File: src/inc/adcscr_pkg.sv
//////////////////////////////////////////////////////////////////////////////
// Functional notes
// - Byte top bit picks setup or configuration
// - Setup bits 6..4 reference select, reset 000
// - Setup bit 2 polarity, reset unipolar
// - Setup bit 1 zero resets configuration register
// - Don't-care bits have no effect
// - Configuration bits 6..5 scan select, reset 00
// - Configuration bit 1 channel select, reset 0
// - Configuration bit 0 input mode, reset single-ended
// - Single-ended converts selected input against ground
// - Differential polarity of inputs follows channel select
// - Single-ended always forces unipolar operation
// - Scan codes fixed; code 10 reserved
//////////////////////////////////////////////////////////////////////////////
package adcscr_pkg;
  localparam int unsigned REG_SEL_BIT = 7;
  localparam int unsigned REF_SEL_HI = 6;
  localparam int unsigned REF_SEL_LO = 4;
  localparam int unsigned CLK_SRC_BIT = 3;
  localparam int unsigned POLARITY_BIT = 2;
  localparam int unsigned CFG_RST_BIT = 1;
  localparam int unsigned SCAN_HI = 6;
  localparam int unsigned SCAN_LO = 5;
  localparam int unsigned CHAN_BIT = 1;
  localparam int unsigned MODE_BIT = 0;
  // Power-up values of stored fields
  localparam logic [2:0] REF_SEL_RST = 3'h0;
  localparam logic CLK_SRC_RST = 1'b0;
  localparam logic POLARITY_RST = 1'b0;
  localparam logic [1:0] SCAN_RST = 2'h0;
  localparam logic CHAN_RST = 1'b0;
  localparam logic MODE_RST = 1'b1;
  typedef enum logic [1:0] {
    ADCSCR_SCAN_UP = 2'h0,
    ADCSCR_SCAN_REPEAT8 = 2'h1,
    ADCSCR_SCAN_RESERVED = 2'h2,
    ADCSCR_SCAN_SINGLE = 2'h3
  } adcscr_scan_t;
  localparam logic [3:0] REPEAT_COUNT = 4'h8;
endpackage

File: src/inc/adcscr_cfg_if.sv
// Configuration fields handed from the register file to the input routing
interface adcscr_cfg_if;
  logic channel_select;
  logic input_mode_select;
  logic polarity_select;
  modport src (output channel_select, output input_mode_select, output polarity_select);
  modport dst (input channel_select, input input_mode_select, input polarity_select);
endinterface

File: src/hdl/adcscr_route.sv
// Resolves which analog input is positive, which negative, and polarity
module adcscr_route (
  adcscr_cfg_if.dst cfg,
  output logic pos_is_one,
  output logic neg_is_ground,
  output logic bipolar_active
);
  always_comb begin
    pos_is_one = cfg.channel_select;
    neg_is_ground = cfg.input_mode_select;
    bipolar_active = cfg.polarity_select & ~cfg.input_mode_select;
  end
endmodule // adcscr_route

File: src/hdl/adcscr_regs.sv
module adcscr_regs (
  input wire logic clk,
  input wire logic rstn,
  input wire logic wr_valid,
  input wire logic [7:0] wr_data,
  output logic [2:0] reference_select,
  output logic clock_source_select,
  output logic polarity_select,
  output logic [1:0] scan_select,
  output logic channel_select,
  output logic input_mode_select,
  output logic pos_is_one,
  output logic neg_is_ground,
  output logic bipolar_active,
  output logic [3:0] conversions_per_scan,
  output logic scan_code_illegal
);
  logic [2:0] ref_q;
  logic clk_src_q;
  logic pol_q;
  logic [1:0] scan_q;
  logic chan_q;
  logic mode_q;
  logic is_setup;
  logic cfg_reset;

  adcscr_cfg_if cfg_bus ();

  //////////////////////////////////////////////////////////////////////////////
  // Byte steering
  assign is_setup = wr_data[adcscr_pkg::REG_SEL_BIT];
  assign cfg_reset = wr_valid & is_setup & ~wr_data[adcscr_pkg::CFG_RST_BIT];

  //////////////////////////////////////////////////////////////////////////////
  // Setup register; bit 0 never stored
  always_ff @(posedge clk or negedge rstn) begin
    if (!rstn) begin
      ref_q <= adcscr_pkg::REF_SEL_RST;
      clk_src_q <= adcscr_pkg::CLK_SRC_RST;
      pol_q <= adcscr_pkg::POLARITY_RST;
    end else if (wr_valid && is_setup) begin
      ref_q <= wr_data[adcscr_pkg::REF_SEL_HI:adcscr_pkg::REF_SEL_LO];
      clk_src_q <= wr_data[adcscr_pkg::CLK_SRC_BIT];
      pol_q <= wr_data[adcscr_pkg::POLARITY_BIT];
    end
  end

  //////////////////////////////////////////////////////////////////////////////
  // Configuration register; bits 4..2 never stored
  always_ff @(posedge clk or negedge rstn) begin
    if (!rstn) begin
      scan_q <= adcscr_pkg::SCAN_RST;
      chan_q <= adcscr_pkg::CHAN_RST;
      mode_q <= adcscr_pkg::MODE_RST;
    end else if (cfg_reset) begin
      scan_q <= adcscr_pkg::SCAN_RST;
      chan_q <= adcscr_pkg::CHAN_RST;
      mode_q <= adcscr_pkg::MODE_RST;
    end else if (wr_valid && !is_setup) begin
      scan_q <= wr_data[adcscr_pkg::SCAN_HI:adcscr_pkg::SCAN_LO];
      chan_q <= wr_data[adcscr_pkg::CHAN_BIT];
      mode_q <= wr_data[adcscr_pkg::MODE_BIT];
    end
  end

  //////////////////////////////////////////////////////////////////////////////
  // Outputs
  assign reference_select = ref_q;
  assign clock_source_select = clk_src_q;
  assign polarity_select = pol_q;
  assign scan_select = scan_q;
  assign channel_select = chan_q;
  assign input_mode_select = mode_q;
  assign cfg_bus.channel_select = chan_q;
  assign cfg_bus.input_mode_select = mode_q;
  assign cfg_bus.polarity_select = pol_q;

  adcscr_route u_route (
    .cfg(cfg_bus),
    .pos_is_one(pos_is_one),
    .neg_is_ground(neg_is_ground),
    .bipolar_active(bipolar_active)
  );

  // Conversions per scan from the scan code
  always_comb begin
    conversions_per_scan = 4'h1;
    scan_code_illegal = 1'b0;
    unique case (adcscr_pkg::adcscr_scan_t'(scan_q))
      adcscr_pkg::ADCSCR_SCAN_UP: conversions_per_scan = {3'h0, chan_q} + 4'h1;
      adcscr_pkg::ADCSCR_SCAN_REPEAT8: conversions_per_scan = adcscr_pkg::REPEAT_COUNT;
      adcscr_pkg::ADCSCR_SCAN_RESERVED: scan_code_illegal = 1'b1;
      adcscr_pkg::ADCSCR_SCAN_SINGLE: conversions_per_scan = 4'h1;
    endcase
  end
endmodule // adcscr_regs

File: config.mk
export PLATFORM = sky130hd
export DESIGN_NAME = adcscr_regs
export DESIGN_NICKNAME = d
export VERILOG_FILES = /design/src/inc/adcscr_pkg.sv /design/src/inc/adcscr_cfg_if.sv /design/src/hdl/adcscr_route.sv /design/src/hdl/adcscr_regs.sv
export SDC_FILE = /design/constraint.sdc
export NUM_CORES = 1
export LEC_CHECK = 0
export ABC_AREA = 1
export ABC_CLOCK_PERIOD_IN_PS = 1300
export CAP_MARGIN = 15
export CORE_AREA = 2 2 39 41
export CTS_CLUSTER_SIZE = 40
export DETAILED_ROUTE_END_ITERATION = 8
export DIE_AREA = 0 0 41 43
export DONT_BUFFER_PORTS = 1
export MAX_ROUTING_LAYER = met4
export SYNTH_ARGS = -nofsm -noshare
export SYNTH_HDL_FRONTEND = slang
export SYNTH_SLANG_ARGS = --single-unit
export TNS_END_PERCENT = 50
File: constraint.sdc
create_clock -name clk -period 1.3 [get_ports clk]
set_input_delay 0.26 -clock clk [delete_from_list [all_inputs] [get_ports clk]]
set_output_delay 0.26 -clock clk [all_outputs]
set_load 0.03 [all_outputs]
=== After elaboration in Yosys (flattened, before gate mapping) ===
Index checks and enable logic that the tools add are counted.
W data, S select, Z words.

* Flip-flop bits (word level): 9
* Bits in latches: 0
* Bits in writable memories: 0
* ROM bits: 0
* Memories kept: 0

* Add/subtract/negate cells: 1
* $mul: 0
* Div/mod/pow operators: 0
* $lt $le $gt $ge: 0
* Equal/unequal tests: 2
* Shift operators: 0
* Multiplexer cells: 8
* Bitwise logic cells: 5
* Reduce and logical (&&, ||, !) cells: 5

{| class="wikitable"
|+ Operator list
! cell !! number
|-
| $pmux W4 S2 || 1
|-
| $mux W1 || 5
|-
| $mux W2 || 2
|-
| $and A1 B1 Y1 || 3
|-
| $add A1 B1 Y2 const B || 1
|-
| $eq A2 B1 Y1 const B || 1
|-
| $eq A2 B2 Y1 const B || 1
|-
| $logic_and A1 B1 Y1 || 2
|-
| $logic_not A2 Y1 || 1
|-
| $not A1 Y1 || 2
|-
| $reduce_bool A2 Y1 || 1
|-
| $logic_not A1 Y1 || 1
|}

=== Longest topological paths before layout ===
* Depth after elaboration: 4
* Depth in mapped cells: 5
* Gate-level depth less buffers: 5

=== Modules after synthesis ===
Synthesis repeated with hierarchy kept, for this count alone.

* Cell total of the unflattened synthesis: 57
* Area total of the unflattened synthesis: 470.5 um^2

{| class="wikitable"
|+ By module, submodules not included
! module !! times used !! cells an instance !! area each (um^2)
|-
| adcscr_regs || 1 || 53 || 445.4
|-
| adcscr_route || 1 || 4 || 25.0
|}

=== Worst setup path before layout ===
No wires, ideal clock.

* Path kind: register to output
* From: register chan_q (netlist: channel_select)
* To: output conversions_per_scan[1]
* Arrival time: 1272 ps
* Required time: 1040 ps
* Slack: -232 ps
* Cell stages (with the launch flop): 3
* Path buffers: 0
* Cell sequence: dfrtp_1 inv_1 nor3_1

* Cells in the longest elaborated chain, start to end: 2

{| class="wikitable"
|+ RTL lines
! element !! RTL line !! text
|-
| from (decl) || adcscr_regs.sv:22 || <nowiki>logic chan_q;</nowiki>
|-
| from (signal assigned) || adcscr_regs.sv:53 || <nowiki>chan_q <= adcscr_pkg::CHAN_RST;</nowiki>
|-
| from (signal assigned) || adcscr_regs.sv:57 || <nowiki>chan_q <= adcscr_pkg::CHAN_RST;</nowiki>
|-
| from (signal assigned) || adcscr_regs.sv:61 || <nowiki>chan_q <= wr_data[adcscr_pkg::CHAN_BIT];</nowiki>
|-
| $add A1 B1 Y2 || adcscr_regs.sv:90 || <nowiki>adcscr_pkg::ADCSCR_SCAN_UP: conversions_per_scan = {3'h0, chan_q} + 4'h1;</nowiki>
|-
| $pmux W4 S2 || adcscr_regs.sv:89 || <nowiki>unique case (adcscr_pkg::adcscr_scan_t'(scan_q))</nowiki>
|-
| to (decl) || adcscr_regs.sv:15 || <nowiki>output logic [3:0] conversions_per_scan,</nowiki>
|}

Every way passes these cells.

=== Final worst setup path ===
* From: register scan_q[1] (netlist: scan_select[1])
* To: output conversions_per_scan[1]

* Cells in the longest elaborated chain, start to end: 2
* Elaborated cells on any way between the ends: 3
* Classes of those cells: 1 x eq/ne; 1 x mux; 1 x reduce/logical

{| class="wikitable"
|+ RTL lines
! element !! RTL line !! text
|-
| from (decl) || adcscr_regs.sv:21 || <nowiki>logic [1:0] scan_q;</nowiki>
|-
| from (signal assigned) || adcscr_regs.sv:52 || <nowiki>scan_q <= adcscr_pkg::SCAN_RST;</nowiki>
|-
| from (signal assigned) || adcscr_regs.sv:56 || <nowiki>scan_q <= adcscr_pkg::SCAN_RST;</nowiki>
|-
| from (signal assigned) || adcscr_regs.sv:60 || <nowiki>scan_q <= wr_data[adcscr_pkg::SCAN_HI:adcscr_pkg::SCAN_LO];</nowiki>
|-
| $eq A2 B1 Y1 / $logic_not A2 Y1 (equally long branches) || adcscr_regs.sv:89 ||
|-
| $pmux W4 S2 * || adcscr_regs.sv:89 ||
|}

Every way passes the cells marked *; elsewhere a longest branch is shown, timed or not.

==> flow_summary.toml <==
[logic_synthesis]
netlist.top_cell.by_area = "dfrtp_1"
synth_compound_area_share_pct = 3.47
synth.mux.area_fraction_pct = 0
synth.avg_cell_area_sq_um = 7.87
synth_fa_ha_area_share_pct = 0
ys_warn_count = 0
synthFlopType = "dfrtp_1"
yosysUniqueCellTypes = 14
ys_seq_area_share_pct = 52.3
synthXorXnorAreaFrac_pct = 0
synthArstFlopShare_pct = 100
synth_commonest_cells = "nand2_1, nand3_1, dfrtp_1"
synth_edf_count = 0
ys_top_cells_by_area = "dfrtp_1, nand2_1, nand3_1"
yosysTopAreaCellShare_pct = 46.2
ys_seq_elements = 9
syn_area_sq_um = 433
synth_fp_nets = 66
synthCells = 55
yosysMostFrequentCell = "nand2_1"
post_synth_and_or_nand_nor_area_fraction_pct = 30.1
synth_top_family_by_area = "simple AND/OR/NAND/NOR gates"

[clock_tree]
cts_tree = "built"
cts_inserted_buffers = 3
insertion_delay_ns = 0.26
cts_max_level = 1
cts_max_path_buffers = 2
clkSinkCount = 9
cts-root-buf = "clkbuf_4"
clk_pin_slew_worst_paths_ns = 0.07

[worst_setup_path]
path_cells = "nor3_2 > buf_4"
r2r-end = "input_mode_select$_DFFE_PN1P_"
path_max_fanout = 5
crit_path_start_kind = "register"
cp_num_cells = 2
worstReg2RegStart = "input_mode_select$_DFFE_PN1P_"
ff2ff_setup_slack_ns = 0.36
slowest_delay_ns = 0.43
setup.worst_path.end_class = "output pin"
cp_data_required_time_ns = 1.04
crit_type = "register to output pin"
crit_buf_inv = 1
path_delay_family = "flip-flops"
crit_slowest_cell = "dfrtp_1"
crit_arrival_ns = 1.03
ff2ff_path_depth = 3

[sta]
drv_slew = 0
fin_crit_sh_pct = 99.1
min_period_ns = 1.29
fin_setup_tns_ns = 0
fmax_mhz = 776
rsz0062_at_grt = "yes"
finClkSkew_ns = 0
setup_violations = 0
holdWs_ns = 0.118
final_hold_viol_count = 0

[grt]
grt_overflow = 0
antenna_found_initial = 0
grt_pass1_vias = 346
grt_max_degree = 10
grt_pass1_wl_mm = 1.37
grt_usage_pct = 12.2

[worst_hold_path]
holdPathEnd = "scan_select[0]$_DFFE_PN0P_"
hp-class = "input port to register"
min_path_cells = 2
worstHoldStart = "wr_data[5]"

[route]
post_drt_wl_per_cell_um = 11.2
dr.pass1.iters = 4
drt_wl_total_um = 937
drt_iter0_markers = 4
drcViolationCount = 0
routed_via_density = 4.57
antenna_left = 0
num_vias = 384

[floorplan]
io_pins = 28
core-area_sq_um = 1380
fp-row-count = 14
fp.dieW_um = 41
initial_core_util_pct = 31.3
die_h_um = 43
die-area_sq_um = 1760

[placement]
portBuffers = 0
hpwl_um = 730
gp_congestion = 0.679

[pwr]
vdd_ir_drop_max_mv = 0.527
power.total_mw = 0.831
power.leakage_nw = 0.314
pwr_density_cell_nw_per_um2 = 1490

[layout]
nFillCells = 140
drive_above_1_share_pct = 36.8
multi_input_area_sq_um = 154
final_nets = 80
finish.utilization_pct = 40.4
antennaDiodeCount = 0
seq_area_sq_um = 228
syn2layout_area_growth_pct = 29.2

[flow_run]
drv_cap = 0

[run_status]
outcome = "finished, final reports clean"
placed cells by master (no fill, tap or decap):
master,instances
nand2_1,14
buf_4,12
nand3_1,9
dfrtp_1,7
inv_1,4
nor2_1,4
inv_2,4
clkbuf_4,3
nand2_2,2
a21oi_1,2
o21ai_1,1
nor3_2,1
conb_1,1
clkinv_2,1
dlygate4sd3_1,1
dfstp_2,1
dfrtp_2,1
through the flow:
step,area [sq um],worst slack [ns],std cells
floorplan,438,-0.229,55
global placement,505,0.284,77
detailed placement,505,0.252,77
CTS,551,-0.0105,83
global route,559,-0.0838,84
finish,559,0.0112,84
what timing repair did:
item                       in CTS  in global routing
hold buffers                    1                  0
pin swaps                       1                  1
hold endpoints to repair        9                  0
setup buffers                   1                  1
setup endpoints to repair       2                  4
gates resized for setup         2                  2
how the worst max path moves through the flow:
| stage | slack [ns] | startpoint | to |
|---|---|---|---|
| floorplan | -0.23 | scan_select[0]$_DFFE_PN0P_ | conversions_per_scan[0] |
| global route | -0.08 | channel_select$_DFFE_PN0P_ | conversions_per_scan[1] |
| CTS | -0.01 | channel_select$_DFFE_PN0P_ | conversions_per_scan[1] |
| detailed placement | 0.25 | scan_select[0]$_DFFE_PN0P_ | conversions_per_scan[0] |
| global placement | 0.28 | scan_select[0]$_DFFE_PN0P_ | conversions_per_scan[0] |
| finish | 0.01 | scan_select[1]$_DFFE_PN0P_ | conversions_per_scan[1] |
kinds of logic (layout without fill, tap and decap cells):
kind of cell    Yosys count  in the layout
simple gates             30             30
buf+inv                  12             25
flops                     9              9
compound gates            3              3
other cells               1              1
where the power goes:
part / leakage [nW] / switching, mW / internal, mW / total (mW)
combinational: 0.189 / 0.157 / 0.0826 / 0.240
clock: 0.0177 / 0.100 / 0.113 / 0.214
sequential: 0.107 / 0.0601 / 0.317 / 0.377
total: 0.314 / 0.318 / 0.513 / 0.831
final cells by class:
class,instances,share of cell area (%)
Sequential cell,9,40.7
Multi-Input combinational cell,34,27.5
Timing Repair Buffer,13,17.9
Inverter,8,5.37
Clock buffer,3,4.03
Tap cell,16,3.58
Clock inverter,1,0.895
state kept, by name (all words and copies together), names as in the netlist:
| name | flops |
|---|---|
| scan_select | 2 |
| channel_select | 1 |
| input_mode_select | 1 |
| polarity_select | 1 |
| clock_source_select | 1 |
| reference_select | 3 |
routing by layer:
layer	global-route usage (%)	wire, um	share of wire (%)
met2	16.3	467	50
met3	5.76	113	12
met1	14.1	356	38
met4	8.00	0	0
met5	-	0	0
(Power assumes the default switching activity.)
